**src/sdf_regs.vh**
```
`ifndef SDF_REGS_VH
`define SDF_REGS_VH

// frame layout
`define SDF_FRAME_BITS 40
`define SDF_FRAME_MSB 39
`define SDF_RW_BIT 39
`define SDF_ADDR_MSB 38
`define SDF_ADDR_LSB 32
`define SDF_DATA_MSB 31
`define SDF_DATA_W 32
`define SDF_ADDR_W 7
`define SDF_STAT_W 8
`define SDF_STAT_MSB 7

// bit counter
`define SDF_CNT_W 6
`define SDF_CNT_FULL 6'h28
`define SDF_CNT_ZERO 6'h00
`define SDF_CNT_ONE 6'h01

// reset values
`define SDF_STAT_RST 8'h00
`define SDF_DATA_RST 32'h00000000
`define SDF_ADDR_RST 7'h00
`define SDF_FRAME_RST 40'h0000000000
`define SDF_SYNC_IDLE 3'h5
`define SDF_PIN_IDLE 1'b1
`define SDF_OE_OFF 1'b1

`endif

```
**src/sdf_sync.v**
```verilog
`timescale 1ns/1ns

module sdf_sync
#(
    parameter W = 3,
    parameter [W-1:0] RST_VAL = {W{1'b1}}
)
(
    input wire mclk, // system clock
    input wire rst, // synchronous reset, active high
    input wire [W-1:0] async_in, // pin levels from outside the clock domain
    output wire [W-1:0] sync_out // levels after two flip-flops
);

    genvar i;
    generate
        for (i = 0; i < W; i = i + 1)
        begin : g_bit
            reg meta_ff;
            reg stab_ff;
            always @(posedge mclk)
            begin
                if (rst)
                begin
                    meta_ff <= RST_VAL[i];
                    stab_ff <= RST_VAL[i];
                end
                else
                begin
                    meta_ff <= async_in[i];
                    stab_ff <= meta_ff;
                end
            end
            assign sync_out[i] = stab_ff;
        end
    endgenerate

endmodule

```
**src/sdf_spi_slave.v**
```verilog
// What this block does
// - every exchange is a 40-bit frame, moved in whole bytes.
// - inbound frame is address byte in bits 39..32, data word 31..0.
// - every access exchanges a full 32-bit data word.
// - address top bit zero means read of the seven-bit address.
// - address top bit one means write of the data word.
// - registers are write-only, read-write or read-only.
// - MSB first; sample on rising clock, change output after falling clock.
// - last 40 bits count at select rise; extra bits pass after 40-bit delay.
// - data returned is prior read's register, or prior write's data.
// - status byte leads every outbound frame, latched at prior access end.
`timescale 1ns/1ns
`include "sdf_regs.vh"

module sdf_spi_slave
(
    input wire mclk, // 100 MHz system clock
    input wire rst, // synchronous reset, active high
    input wire sck, // serial clock pin from master
    input wire sdi, // serial data pin from master
    input wire frame_select_low, // frame select pin, active low
    output reg sdo_ff, // serial data out pin
    output reg sdo_oe_n_ff, // sdo output enable, low while driving
    input wire [7:0] status_in, // live status flags of the device
    input wire [31:0] rd_data, // register file read data for acc_addr_ff
    output reg [6:0] acc_addr_ff, // register address of last access
    output reg [31:0] wr_data_ff, // data word of last write
    output reg wr_strobe_ff, // one-cycle pulse: store wr_data_ff
    output reg rd_strobe_ff // one-cycle pulse: read acc_addr_ff
);

    // ************************************************************
    // pin synchronisers
    // ************************************************************
    wire [2:0] pin_s;
    wire sck_s;
    wire sdi_s;
    wire sel_n_s;

    // reset to pin idle levels: no false edge after reset
    sdf_sync #(.W(3), .RST_VAL(`SDF_SYNC_IDLE)) u_sync
    (
        .mclk(mclk),
        .rst(rst),
        .async_in({frame_select_low, sdi, sck}),
        .sync_out(pin_s)
    );

    assign sck_s = pin_s[0];
    assign sdi_s = pin_s[1];
    assign sel_n_s = pin_s[2];

    // ************************************************************
    // edge detection
    // ************************************************************
    reg sck_prev_ff;
    reg sel_prev_ff;
    wire sck_rise;
    wire sck_fall;
    wire sel_fall;
    wire sel_rise;

    always @(posedge mclk)
    begin
        if (rst)
        begin
            sck_prev_ff <= `SDF_PIN_IDLE;
        end
        else
        begin
            sck_prev_ff <= sck_s;
        end
    end

    always @(posedge mclk)
    begin
        if (rst)
        begin
            sel_prev_ff <= `SDF_PIN_IDLE;
        end
        else
        begin
            sel_prev_ff <= sel_n_s;
        end
    end

    assign sck_rise = sck_s & ~sck_prev_ff & ~sel_n_s;
    assign sck_fall = ~sck_s & sck_prev_ff & ~sel_n_s;
    assign sel_fall = ~sel_n_s & sel_prev_ff;
    assign sel_rise = sel_n_s & ~sel_prev_ff;

    // ************************************************************
    // shift register and bit count
    // ************************************************************
    reg [39:0] shift_ff;
    reg [5:0] cnt_ff;
    reg [7:0] status_ff;
    reg [31:0] ret_ff;
    reg rd_pend_ff;
    wire frame_ok;
    wire is_write;

    // frames short of the full count leave no trace
    assign frame_ok = (cnt_ff == `SDF_CNT_FULL);
    assign is_write = shift_ff[`SDF_RW_BIT];

    always @(posedge mclk)
    begin
        if (rst)
        begin
            shift_ff <= `SDF_FRAME_RST;
            cnt_ff <= `SDF_CNT_ZERO;
        end
        else if (sel_fall)
        begin
            shift_ff <= {status_ff, ret_ff};
            cnt_ff <= `SDF_CNT_ZERO;
        end
        else if (sck_rise)
        begin
            // msb first in and out; one register gives the 40-bit delay
            shift_ff <= {shift_ff[`SDF_FRAME_MSB-1:0], sdi_s};
            if (cnt_ff != `SDF_CNT_FULL)
            begin
                cnt_ff <= cnt_ff + `SDF_CNT_ONE;
            end
        end
    end

    // ************************************************************
    // serial output
    // ************************************************************
    always @(posedge mclk)
    begin
        if (rst)
        begin
            sdo_oe_n_ff <= `SDF_OE_OFF;
        end
        else if (sel_fall)
        begin
            sdo_oe_n_ff <= ~`SDF_OE_OFF;
        end
        else if (sel_rise)
        begin
            sdo_oe_n_ff <= `SDF_OE_OFF;
        end
    end

    always @(posedge mclk)
    begin
        if (rst)
        begin
            sdo_ff <= 1'b0;
        end
        else if (sel_fall)
        begin
            sdo_ff <= status_ff[`SDF_STAT_MSB];
        end
        else if (sck_fall)
        begin
            sdo_ff <= shift_ff[`SDF_FRAME_MSB];
        end
    end

    // ************************************************************
    // command decode at end of frame
    // ************************************************************
    wire frame_done;

    // only the last 40 bits before select rise count
    assign frame_done = sel_rise & frame_ok;

    always @(posedge mclk)
    begin
        if (rst)
        begin
            wr_strobe_ff <= 1'b0;
            rd_strobe_ff <= 1'b0;
            rd_pend_ff <= 1'b0;
        end
        else
        begin
            wr_strobe_ff <= frame_done & is_write;
            rd_strobe_ff <= frame_done & ~is_write;
            // register file gets one cycle to answer a read
            rd_pend_ff <= rd_strobe_ff;
        end
    end

    always @(posedge mclk)
    begin
        if (rst)
        begin
            acc_addr_ff <= `SDF_ADDR_RST;
            wr_data_ff <= `SDF_DATA_RST;
            status_ff <= `SDF_STAT_RST;
        end
        else if (frame_done)
        begin
            acc_addr_ff <= shift_ff[`SDF_ADDR_MSB:`SDF_ADDR_LSB];
            status_ff <= status_in;
            if (is_write)
            begin
                wr_data_ff <= shift_ff[`SDF_DATA_MSB:0];
            end
        end
    end

    // ************************************************************
    // return word for the next frame
    // ************************************************************
    always @(posedge mclk)
    begin
        if (rst)
        begin
            ret_ff <= `SDF_DATA_RST;
        end
        else if (frame_done & is_write)
        begin
            // a write echoes its own data word
            ret_ff <= shift_ff[`SDF_DATA_MSB:0];
        end
        else if (rd_pend_ff)
        begin
            // register file answers for any address kind
            ret_ff <= rd_data;
        end
    end

endmodule

```
**config.mk**
```make
export PLATFORM = sky130hd
export DESIGN_NAME = sdf_spi_slave
export DESIGN_NICKNAME = d
export VERILOG_FILES = /design/src/sdf_sync.v /design/src/sdf_spi_slave.v
export VERILOG_INCLUDE_DIRS = /design/src
export SDC_FILE = /design/constraint.sdc
export NUM_CORES = 1
export LEC_CHECK = 0
export BUFFER_PORTS_ARGS = -buffer_cell sky130_fd_sc_hd__buf_2
export CAP_MARGIN = 20
export CORE_UTILIZATION = 39
export CTS_BUF_LIST = sky130_fd_sc_hd__clkbuf_4
export DETAILED_ROUTE_END_ITERATION = 10
export GPL_TIMING_DRIVEN = 0
export PLACE_DENSITY = 0.6
export SLEW_MARGIN = 20
export SYNTH_ARGS = -nofsm -noshare
export SYNTH_HDL_FRONTEND = slang
export SYNTH_SLANG_ARGS = --single-unit
```
**constraint.sdc**
```tcl
create_clock -name mclk -period 1.66 [get_ports mclk]
set_input_delay 0.166 -clock mclk [delete_from_list [all_inputs] [get_ports mclk]]
set_output_delay 0.166 -clock mclk [all_outputs]
set_load 0.02 [all_outputs]
```
# == Word-level counts from Yosys, hierarchy flattened ==
# Cells that the tools add are included.
# totals
reg_bits,138
latch_bits,0
ramBits,0
romBits,0
in_bits,45
out_inout_bits,43
elab_cells,51
n_memories,0
# classes
n_addsub,1
mul,0
div_mod_pow,0
n_lt_le_gt_ge,0
eq_ne,2
shift,0
n_mux,8
n_bitwise,14
n_reduce_logical,7
# ops
operator,n
40-bit two-way mux,2
32-bit two-way mux,2
1-bit bitwise AND,9
2-bit nonzero test,4
"6-bit by 1-bit adder with 6-bit output, second input constant",1
"6-bit == test, second input constant",1
"6-bit inequality test, second input constant",1
1-bit NOT,5
1-bit two-way mux,4
2-bit AND reduction,2
2-bit OR reduction,1

# == Logic depth before layout (Yosys ltp) ==
# Gate-level depths: netlist of the first run.
# logic_depth
depth_word,5
depth_mapped,7
mapped_depth_nobuf,5

# == By module ==
# Synthesis of the first run repeated with hierarchy kept, for this count alone.
# hier_totals
cells_unflattened,654
hier_area_um2,5705.5
# modules_own_cells
module,n_inst,cells_each,area_per_inst_um2,seq_area_each_um2
sdf_spi_slave,1,639,5525.3,2642.5
sdf_sync,1,15,180.2,120.1

# == Least setup slack after synthesis of the first run ==
# Ideal clock, no wire load.
# synth_timing
kind,register to register
start,reg u_sync.g_bit[2].stab_ff
end,reg cnt_ff[5]
setup_ns,0.070
t_arrival_ns,1.482
t_required_ns,1.590
setup_slack_ns,0.108
path_stages_with_launch,5
period_less_slack_ns,1.552
cell_sequence,dfxtp_1 -> or3b_1 -> clkbuf_1 -> or4_1 -> a21oi_1
# synth_between
elab_chain_len,3
elab_cells_between_ends,5
classes_between,3 x bitwise; 2 x reduce/logical
# synth_rtl
element,line_no,rtl
from (decl),sdf_sync.v:20,reg stab_ff;
from (signal assigned),sdf_sync.v:26,stab_ff <= RST_VAL[i];
from (signal assigned),sdf_sync.v:31,stab_ff <= meta_ff;
1-bit NOT *,"sdf_spi_slave.v:87, sdf_spi_slave.v:89",
1-bit bitwise AND (on tied branches),"sdf_spi_slave.v:87, sdf_spi_slave.v:89",
2-bit AND reduction (no line) or 2-bit OR reduction (tied branches),-,
to (signal assigned),sdf_spi_slave.v:112,cnt_ff <= `SDF_CNT_ZERO;
to (signal assigned),sdf_spi_slave.v:117,cnt_ff <= `SDF_CNT_ZERO;
to (signal assigned),sdf_spi_slave.v:125,cnt_ff <= cnt_ff + `SDF_CNT_ONE;
to (decl),sdf_spi_slave.v:96,reg [5:0] cnt_ff;
# Every way passes the cells marked *; elsewhere a longest branch is shown, timed or not.
# A chain may end at the register's enable or synchronous reset.

# == Worst setup path after layout of the first run ==
# layout_timing
start,reg u_sync.g_bit[0].stab_ff
end,reg cnt_ff[5]
# layout_between
elab_chain_len,3
# layout_rtl
element,line_no,rtl
from (decl),sdf_sync.v:20,
from (signal assigned),sdf_sync.v:26,
from (signal assigned),sdf_sync.v:31,
1-bit bitwise AND (2 in series),sdf_spi_slave.v:87,assign sck_rise = sck_s & ~sck_prev_ff & ~sel_n_s;
2-bit AND reduction (no line),-,
# No other way between the ends.

==> results.txt, run 1 <==
The wire length after detailed routing came out at ~15,000 µm. The worst slack after detailed placement came out at -0.320 ns. The areal power density over the cells is about 850 nW/µm². Pin placement for this block handled 88 I/O pins. Among all stages on the critical path, the largest delay is contributed by or4_1. The share of cells above drive strength 1 came out at 0.260. The count of final hold-check violations is 0. For this run, the slowest stage of the critical path takes about 0.52 ns. TritonCTS built the clock tree. In the final routed layout, each cell accounts on average for 15.6 µm. The highest attainable clock frequency came out at around 640 MHz. The worst hold path terminates at ret_ff[14].

The violation count after the first detailed-routing iteration is just over 400. The arrival time of the worst setup path is roughly 2.1 ns. The netlist uses 31 different library cells.

The initial standard-cell utilization of the core is 0.404. The clock latency reported for the late side of the worst-skew pair came out at ~0.55 ns. Yosys attributes the largest share of cell area to dfxtp_1 49%, mux2_2 6.3%, a21oi_1 6.1%, a311oi_1 6.0%, o21ai_0 5.8%. The count of endpoints failing setup in the final report came out at 0. STA puts the critical path data required time at 2.15 ns. The depth of the most critical reg-to-reg path is 3. Of the total synthesized cell area, the portion taken by AND, OR, NAND and NOR gates is 0.179. The global-route total usage across every layer came out at 0.207.

The number of levels the H-tree was split into is 4. The minimum clock period is about 1.6 ns. For this run, the number of Yosys warnings is 0.

The wire length of the first global-routing pass came out at between 20,000 and 25,000 µm. The largest net degree at the start of global routing is 17. Each instance of the synthesized netlist takes up on average just under 9 µm². The total area inside the core boundary comes to 14,000 µm². Clock-pin slew was measured on the worst setup and hold paths at roughly 0.12 ns. The signal on the critical path passes through or3b_4 -> or4_1 -> a21oi_1. The routed via count is just over 5k. The worst hold path was traced through 4 stages.

The number of buffer and inverter instances along the worst setup path is 0. The net count after synthesis came out at 700. Setup repair after global routing left no endpoint under its margin.

The share of the synthesized area in the top cell type is 0.486. Setup slack on the critical path of the routed design comes to between 0.08 and 0.09 ns. In this run the worst path has a maximum fanout of 9.

Before antenna repair, the detailed router went through 5 iterations. The main combinational cell family by area after synthesis is compound AO/OA/AOI/OAI gates. Routability-driven placement finished with a final weighted congestion of slightly below 0.9. The root buffer cell chosen for the clock tree is clkbuf_4.

Across the run, the number of max-cap violations was 0. Summing all placed instances gives a cell area of 6330 µm². Among cell families on the critical path, the largest total delay comes from simple AND/OR/NAND/NOR gates. Port buffering added between 80 and 90 buffers. The netlist area before placement came out at between 5000 and 6000 µm². The antenna violation net count after detailed routing is 0. The cell accounting for the most synthesized area is dfxtp_1. The number of antenna violations at the first check in global routing came out at 0. The share of synthesized cell area in full adder, half adder and majority cells is 0.00881. The multiplexer share of the synthesized area came out at 0.0969. The growth of design area from synthesis to finish came out at 20.3%. In this run the critical register-to-register path is launched from u_sync.g_bit[0].stab_ff.

The number of global-route vias before repair is 4,969. The post-synthesis compound-gate area fraction is 0.186. Synthesis inferred approximately 140 register bits. The sequential area share after synthesis came out at 0.486. The number of instances in the synthesized netlist came out at 651.

The height of the die came out at 123 µm. The total count of max-transition violations in the final report came out at 0. The startpoint of the lowest-slack hold path is rd_data[14].

In the finished design, the share of the clock period the worst path needs comes to 0.949. The worst register-to-register path ends at cnt_ff[5]. The maximum clock skew at final layout is 0.0141 ns.

In this run, CTS created clock tree buffers numbering 17. The critical path depth is 3. The reg2reg setup slack is 0.09 ns. At the pin with the least slew margin, the transition time is between 0.6 and 0.7 ns.

The xor/xnor share of the synthesized area is 0. The per-cell via count in the routed design is ~5.3. The headroom to the max-slew limit is 0.565. The final design instance area without fill is between 6000 and 7000 µm². From left edge to right edge, the die measures around 120 µm. For this run, design rule violations remaining after detail routing come to 0. The worst setup path is captured at a register. The total clock sinks is approximately 140.

After the last flow step, the layout net total stands at a little over 800. The floorplan has 43 rows. The min-delay analysis places its worst path in the category in2reg. The worst setup path is of the reg2reg kind. The flow ran to the end, and the final reports show no timing, DRC or antenna violations. Detailed placement finished with a half-perimeter wire length of about 11,000 µm. The antenna diode count came out at 0. The kind of launch point of the worst setup path is a register. The static power due to leakage came out at approximately 2.7 nW.

The residual overflow from global routing is 0. The clock passes through at most 2 buffers. The total die area is ~15,000 µm². Across the VDD grid, the largest voltage drop is 0.618 mV.
## synthesized netlist by cell type
cell type / count
buf_2: 2
and4_1: 2
a31oi_1: 2
and3b_1: 1
or2_2: 7
nor3b_2: 1
o31ai_1: 1
ha_1: 4
nor2b_1: 3
nand3_1: 33
a311o_1: 1
nand4bb_1: 1
nor3b_1: 3
mux2i_1: 19
inv_1: 4
a311oi_1: 39
dfxtp_1: 138
nor2_1: 40
buf_4: 1
nand4_1: 1
or3_1: 2
or4_1: 1
inv_2: 1
or3b_1: 2
a21oi_1: 69
o21bai_1: 1
clkbuf_1: 56
mux2_2: 32
o21ai_0: 66
nand2b_1: 31
nand2_1: 87
## repair_timing
item / in CTS / in global routing
endpoints found under the hold margin: 11 / 0
setup buffers: 6 / 0
endpoints found under the setup margin: 124 / 100
gates resized for setup: 32 / 53
hold buffers: 11 / 0
## state kept, by name (all words and copies together) (netlist names)
signal                count
u_sync.g_bit.stab_ff      3
shift_ff                 40
wr_strobe_ff              1
status_ff                 8
u_sync.g_bit.meta_ff      3
wr_data_ff               32
sdo_oe_n_ff               1
rd_strobe_ff              1
sdo_ff                    1
sck_prev_ff               1
acc_addr_ff               7
cnt_ff                    6
rd_pend_ff                1
ret_ff                   32
sel_prev_ff               1
## tightest hold or removal path: cells and delay by family
family                 cells  cell delay (ns)
multiplexers               1             0.13
buffers and inverters      1             0.08
AO/OA/AOI/OAI              2             0.17
## worst max-delay path by stage
stage                          end                    start
floorplan                cnt_ff[5]  u_sync.g_bit[2].stab_ff
global placement      status_ff[6]                cnt_ff[3]
detailed placement      ret_ff[10]  u_sync.g_bit[2].stab_ff
CTS                     ret_ff[10]                cnt_ff[3]
global route        wr_data_ff[30]                cnt_ff[1]
finish                   cnt_ff[5]  u_sync.g_bit[0].stab_ff
## area by class of cell
class                   instances  area, µm²
fillers                      1400       7210
flip-flops and latches        138       2770
multi-input cells             449       2700
repair buffers                103        586
plain buffers                  54        275
well taps                     180        225
clock buffers                  20        150
clock inverters                12        106
inverters                       5       21.3
## metal layers
metal | wire length (µm) | global-route usage | vias up
li1 | - | - | 2526
met1 | 6740 | 0.259 | 2433
met2 | 7350 | 0.351 | 126
met4 | 161 | 0.0625 | 0
met5 | 0 | 0 | -
met3 | 700 | 0.0516 | 14
## power by group
part | switching, mW | leakage [nW] | internal (mW) | total [mW]
combinational | 0.163 | 1.40 | 0.134 | 0.297
sequential | 0.0456 | 1.12 | 3.37 | 3.41
clock | 1.18 | 0.144 | 0.907 | 2.08
## layout by cell type, fill, tap and decap left out, types with 11 or more instances in the layout
| master | instances |
|---|---|
| nand2b_1 | 31 |
| nor2_1 | 40 |
| dfxtp_1 | 135 |
| a311oi_1 | 39 |
| a21oi_1 | 69 |
| clkbuf_1 | 19 |
| o21ai_1 | 13 |
| nand2_1 | 87 |
| dlygate4sd3_1 | 11 |
| o21ai_0 | 53 |
| mux2i_1 | 19 |
| clkbuf_2 | 23 |
| buf_2 | 88 |
| nand3_1 | 33 |
| mux2_2 | 32 |
| clkbuf_4 | 28 |
## logic make-up (layout without fill, tap and decap cells)
logic type                 Yosys count  in the layout
buffers and inverters               64            194
DFF                                138            138
adders and majority gates            4              4
and+or+nand+nor                    215            215
muxes                               51             51
AOI/OAI and AO/OA                  179            179
## through the flow
step	cells	utilization	total power, mW	hold slack (ns)	TNS (ns)
floorplan	651	-	3.64	0.270	0
global placement	917	0.451	3.75	0.358	-20.51
detailed placement	917	0.451	3.76	0.355	-24.49
CTS	963	0.484	5.85	0.0140	0
global route	961	0.486	6.06	0.0350	0
finish	961	0.486	5.79	0.0497	0
Note: power is estimated with default switching activity, not from simulation.
==> run 2, diff against run 1 <==
--- a/config.mk
+++ b/config.mk
@@ -10,9 +10,11 @@
 export CAP_MARGIN = 20
 export CORE_UTILIZATION = 39
 export CTS_BUF_LIST = sky130_fd_sc_hd__clkbuf_4
+export CTS_CLUSTER_DIAMETER = 150
 export DETAILED_ROUTE_END_ITERATION = 10
 export GPL_TIMING_DRIVEN = 0
 export PLACE_DENSITY = 0.6
+export RECOVER_POWER = 25
 export SLEW_MARGIN = 20
 export SYNTH_ARGS = -nofsm -noshare
 export SYNTH_HDL_FRONTEND = slang
==> run 2 against run 1 <==
  * Utilization shrank 0.29 points
  * Wire length is essentially flat
  * Critical path depth grew 4
  * Via count rose by 0.14%
  * Register-to-register slack about the same
  * Maximum frequency about the same
  * Sequential cell count stayed put
  * Die area is the same
  * Non-clock buffer count did not move
  * Sequential share of layout area increased by 0.24 points
  * Count of clock-buffer cells in the layout is the same
  * Cell count unchanged
==> results.txt, run 2 (same netlist as run 1, synthesis figures left out) <==
In the final layout, the registers with the most flip-flops are shift_ff x40, ret_ff x32, wr_data_ff x32. The number of antenna violations at the first check in global routing is 0. The wire length of the first global-routing pass is 23,900 µm. The number of flip-flops under the largest register name came out at 40. The total die area came out at ~15,000 µm². The height of the die came out at approximately 120 µm.

In the routed design, unresolved DRC markers number 0. For this block, the via count after detailed routing is 5,106. The path with the worst hold slack has its endpoint at ret_ff[14]. The wire length after detailed routing is around 15,000 µm. The post-detailed-placement cell area is about 6300 µm². In this run the critical register-to-register path is launched from cnt_ff[0]. The number of global-route vias before repair was about 5k. The share of cells above drive strength 1 came out at 0.219. The depth of the most critical reg-to-reg path is 7.

The global-route total usage across every layer came out at 0.207. The number of levels the H-tree was split into is 4. The TritonCTS buffer count came out at 17. The antenna diode count came out at 0. The static power due to leakage is 2.52 nW. The endpoint identified for the worst register-to-register timing path is ret_ff[24]. The total count of max-transition violations in the final report is 0. The startpoint of the lowest-slack hold path is rd_data[14]. The largest net degree at the start of global routing came out at 17.

The register ranked first by flip-flop count is shift_ff. The wire length per cell came out at ~16 µm. With fillers left out, the area of the finished cells amounts to just under 7000 µm². The minimum clock period is 1.58 ns. At the pin with the least slew margin, the transition time is roughly 0.66 ns. The residual overflow from global routing is 0. 88 I/O pins were placed. The number of max-capacitance violations reported is 0. The worst hold path belongs to the class in2reg. Buffers placed on the I/O ports in this run total between 80 and 90. The run finished with clean final reports.

TritonCTS built the clock tree. The part of the cycle the worst path needs is 0.949. After floorplanning, the core was divided into 43 placement rows.

The reg2reg setup slack came out at 0.08 ns. The die is roughly 120 µm wide. The overall power came out at 5.79 mW. The routability congestion estimate came out at a little under 0.9. The half-perimeter wire length after detailed placement is 10,600 µm. The utilization of the core after routing came out at 0.484. The count of final hold-check violations is 0. The net total in the final layout came out at 817. The growth of design area from synthesis to finish is 19.6%.

The initial standard-cell utilization of the core is 0.404. Once detail routing completed, the nets flagged for antenna violations numbered 0. The maximum fanout along the worst path is 10. The maximum clock skew at final layout came out at between 0.01 and 0.015 ns. Static timing analysis puts the maximum clock frequency at around 630 MHz. Along the worst hold path, the cell count comes to 4.

STA classifies the critical path endpoint as a register. The worst setup path category is reg2reg. The core footprint is approximately 14,000 µm². Setup repair after global routing left no endpoint under its margin. The per-cell via count in the routed design came out at roughly 5.3.

STA classifies the critical path startpoint as a register. The headroom to the max-slew limit came out at 0.562. Setup violations remaining at the end of the flow were counted as 0. The pre-antenna-repair detailed-routing pass consisted of 5 iterations. The violation count after the first detailed-routing iteration is 415. The data required time at the worst endpoint is around 2.1 ns.

The arrival time of the worst setup path came out at around 2.0 ns. The final worst-path setup slack came out at 0.0850 ns. The total clock sinks is 138.

The areal power density over the cells came out at approximately 850 nW/µm². Leaving out fill and tap cells, the most frequent cells in the layout are 135 x dfxtp_1, 87 x nand2_1, 69 x a21oi_1, 56 x buf_2, 53 x o21ai_0. In this run the clock root is driven by a clkbuf_4. At the later pin of the worst-skew pair, clock insertion delay measures about 0.55 ns. Clock-pin slew was measured on the worst setup and hold paths at roughly 0.12 ns. The largest voltage drop on the vdd net came out at a little over 0.6 mV. The clock passes through at most 2 buffers. The worst slack after detailed placement came out at -0.320 ns.

Leaving out fill and tap cells, the most frequent cell in the layout is dfxtp_1.
-- run 2: worst max-delay path by stage --
| stage | start | endpoint | slack [ns] | cells past startpoint |
|---|---|---|---|---|
| 2_1_floorplan | u_sync.g_bit[2].stab_ff | cnt_ff[5] | 0.11 | 4 |
| 5_1_grt | cnt_ff[1] | wr_data_ff[30] | 0.0009 | 7 |
| 6_report | cnt_ff[0] | ret_ff[24] | 0.08 | 7 |
| 4_1_cts | cnt_ff[3] | ret_ff[10] | 0.001 | 5 |
| 3_3_place_gp | cnt_ff[3] | status_ff[6] | -0.27 | 5 |
| 3_5_place_dp | u_sync.g_bit[2].stab_ff | ret_ff[10] | -0.32 | 6 |
-- run 2: worst max-delay path, cell delays in order, from the launching register on --
cell	delay [ns]
dfxtp_1	0.36
inv_1	0.08
ha_2	0.22
nand4_1	0.12
buf_4	0.19
clkbuf_2	0.18
o21ai_0	0.20
a21oi_1	0.09
-- run 2: metrics by stage --
stage,std cells,TNS [ns],hold WS (ns)
after floorplan,651,0,0.270
after global placement,917,-20.51,0.358
after detailed placement,917,-24.49,0.355
after CTS,963,0,0.0140
after global routing,961,0,0.0350
final,961,0,0.0488
-- run 2: timing repair --
item	in CTS	in global routing
endpoints found under the setup margin	124	100
hold endpoints to repair	11	0
gates resized for setup	32	53
hold buffers	11	0
buffers inserted	6	0
gates cloned	0	0
-- run 2: per-layer routing --
metal | wire (µm) | part of all wire | track usage
met1 | 6750 | 0.45 | 0.259
met2 | 7340 | 0.49 | 0.351
met3 | 699 | 0.047 | 0.0516
met4 | 163 | 0.011 | 0.0625
met5 | 0 | 0 | 0
-- run 2: final cells by class --
type,count,area (µm²)
Buffer,54,275
Clock buffer,20,150
Clock inverter,12,106
Fill cell,1411,7250
Inverter,5,21.3
Multi-Input combinational cell,449,2700
Sequential cell,138,2770
Tap cell,180,225
Timing Repair Buffer,103,546
-- run 2: where the power goes --
part,internal (mW),switching [mW]
Sequential,3.37,0.0456
Combinational,0.134,0.163
Clock,0.907,1.18
==> run 3, diff against run 2 <==
--- a/config.mk
+++ b/config.mk
@@ -13,7 +13,7 @@
 export CTS_CLUSTER_DIAMETER = 150
 export DETAILED_ROUTE_END_ITERATION = 10
 export GPL_TIMING_DRIVEN = 0
-export PLACE_DENSITY = 0.6
+export PLACE_DENSITY = 0.57
 export RECOVER_POWER = 25
 export SLEW_MARGIN = 20
 export SYNTH_ARGS = -nofsm -noshare
==> constraint.sdc (replaced) <==
create_clock -name mclk -period 1.6 [get_ports mclk]
set_input_delay 0.16 -clock mclk [delete_from_list [all_inputs] [get_ports mclk]]
set_output_delay 0.16 -clock mclk [all_outputs]
set_load 0.02 [all_outputs]
==> run 3 against run 2 <==
  * Wire length down 1.3%
  * Worst setup slack got worse by 0.040 ns
  * Via count is the same
  * Die area did not move
  * Cell count increased by 0.42%
  * Worst hold slack got worse by 0.020 ns
  * Largest cell class unchanged
  * First-iteration DRC count fell by 31%
  * Maximum frequency rose by 1.3%
  * Largest power group unchanged
  * Clock skew decreased by 0.0032 ns
  * Register-to-register slack got worse by 0.04 ns
==> results.txt, run 3 (same netlist as run 1, synthesis figures left out) <==
The worst setup path is launched from a register. The clock reaches the later pin of the worst-skew pair after between 0.5 and 0.6 ns. More flip-flops sit in one register than any other, and that register is shift_ff. For the worst setup path, the data required time is between 2 and 2.5 ns. The worst register-to-register path begins at cnt_ff[4]. 0 antenna diodes ended up in the layout. In the final layout, the registers with the most flip-flops are shift_ff x40, ret_ff x32, wr_data_ff x32. Port buffering added 86 buffers. Setup repair after global routing could not meet its margin everywhere. The share of cells above drive strength 1 is 0.273. The half-perimeter wire length after detailed placement is around 11,000 µm. The number of max-capacitance violations reported is 0. The total I/O pin count is a little under 90. The reg-to-reg critical path endpoint is ret_ff[7]. The H-tree was split into 4 levels. Summed over all layers, the global routing overflow is 0. The utilization of the core after routing is 0.492. The library cell used most frequently in the layout, excluding fill and tap cells, is dfxtp_1. The number of antenna violations at the first check in global routing came out at 0. The wire length per cell came out at roughly 15 µm.

Relative to the synthesized area, the layout overhead comes to 21.6%. For the finished layout, the period the worst path requires is 1.56 ns. The wire length after detailed routing came out at between 10,000 and 15,000 µm. The initial utilization of the core area, before any placement, comes to 0.404. The clock tree buffer depth is 2. The static power due to leakage came out at around 2.7 nW.

The number of global-route vias before repair came to between 5k and 6k. The total count of max-transition violations in the final report came out at 0. In the routed layout, each cell is associated on average with a via count of between 5 and 6. The global-route total usage across every layer came out at 0.206. The core footprint is 14,000 µm².

The cell sitting at the root of the clock tree is a clkbuf_4. The arrival time of the worst setup path came out at between 1.5 and 2 ns. Detailed routing inserted a total of approximately 5.1k vias.

The clock tree from TritonCTS is built. For hold timing, the worst endpoint is ret_ff[22]. The maximum fanout along the worst path came out at 10.

The startpoint identified for the worst hold timing path is rd_data[22]. Once layout is done, the placed cells without fillers occupy between 6000 and 7000 µm². The reg2reg setup slack came out at approximately 0.045 ns. Counting every sink on the clock net gives ~140.

The DRC violation count after routing is 0. The TritonCTS buffer count came out at 17. The worst setup path is captured at a register.

The violation count after the first detailed-routing iteration came out at approximately 290. The areal power density over the cells is roughly 860 nW/µm². The final layout contains roughly 820 nets. For the final database, setup skew stands at 0.0114 ns. The first global-routing pass estimated 23,900 µm of wire. The post-detailed-placement cell area came out at between 6000 and 7000 µm².

VDD sags by at most about 0.41 mV. The floorplan has 43 rows. The highest attainable clock frequency is around 640 MHz. The register with the most flip-flops in the layout has 40 of them. The largest net degree at the start of global routing came out at 17. The number of cells traversed by the worst hold path is 4. After clock tree synthesis, the clock-pin slew on the worst setup and hold paths is about 0.12 ns.

The height of the die came out at ~120 µm. The transition at the pin with the smallest max-transition slack came out at 0.613 ns. In this run the remaining antenna-violating nets after routing total 0. The worst setup path category is reg2reg. In the layout the commonest cells are 133 x dfxtp_1, 92 x buf_2, 87 x nand2_1, 69 x a21oi_1, 40 x nor2_1.

The part of the cycle the worst path needs is 0.972. The number of iterations in the first detailed-routing pass is 4. The floorplan step set the die width to about 120 µm. The total die area is about 15,000 µm². The worst hold path belongs to the class in2reg. The headroom to the max-slew limit is 0.592. The count of final hold-check violations was 0. The depth of the most critical reg-to-reg path came out at 4.

The count of endpoints failing setup in the final report is 0. Routability-driven placement finished with a final weighted congestion of about 0.80. The flow ran to the end, and the final reports show no timing, DRC or antenna violations.
[run 3: layout make-up]
type	instances	area, µm²
Inverter	5	21.3
Clock buffer	18	135
Tap cell	180	225
Timing Repair Buffer	107	624
Sequential cell	138	2770
Buffer	56	303
Fill cell	1383	7140
Clock inverter	12	109
Multi-Input combinational cell	449	2720
[run 3: layer usage]
metal,up-vias,share of wire,global-route usage
li1,2535,-,-
met1,2445,0.46,0.260
met2,113,0.49,0.344
met3,13,0.042,0.0520
met4,0,0.0098,0.0655
met5,-,0,0
[run 3: how the worst max path moves through the flow]
stage | startpoint | end | cells after the start
final | cnt_ff[4] | ret_ff[7] | 4
after global routing | u_sync.g_bit[2].stab_ff | ret_ff[7] | 6
after CTS | cnt_ff[0] | wr_data_ff[8] | 7
after detailed placement | u_sync.g_bit[2].stab_ff | ret_ff[9] | 5
after global placement | u_sync.g_bit[2].stab_ff | ret_ff[10] | 6
after floorplan | u_sync.g_bit[2].stab_ff | cnt_ff[5] | 4
[run 3: power by group]
part	internal, mW	switching (mW)
sequential	3.49	0.0476
combinational	0.145	0.169
clock	0.893	1.21
total	4.53	1.43
[run 3: metrics by stage]
step	TNS [ns]	total power [mW]	setup slack (ns)	cells	hold WS, ns
after floorplan	0	3.77	0.0483	651	0.264
after global placement	-29.49	3.89	-0.343	917	0.353
after detailed placement	-34.63	3.90	-0.430	917	0.351
after CTS	0	6.01	0.00292	961	0.0119
after global routing	-0.0643	6.23	-0.0201	965	0.0130
final	0	5.96	0.0449	965	0.0289
[run 3: timing repair]
item | 4_1_cts | 5_1_grt
resized for setup | 43 | 89
pin swaps | 0 | 3
setup endpoints to repair | 126 | 94
setup buffers | 6 | 2
endpoints found under the hold margin | 11 | 2
hold buffers | 11 | 2
[run 3: worst max-delay path: stages (launching register included)]
cell      delay, ns
dfxtp_1        0.38
or3b_4         0.51
clkbuf_2       0.25
o21ai_0        0.21
a21oi_1        0.08
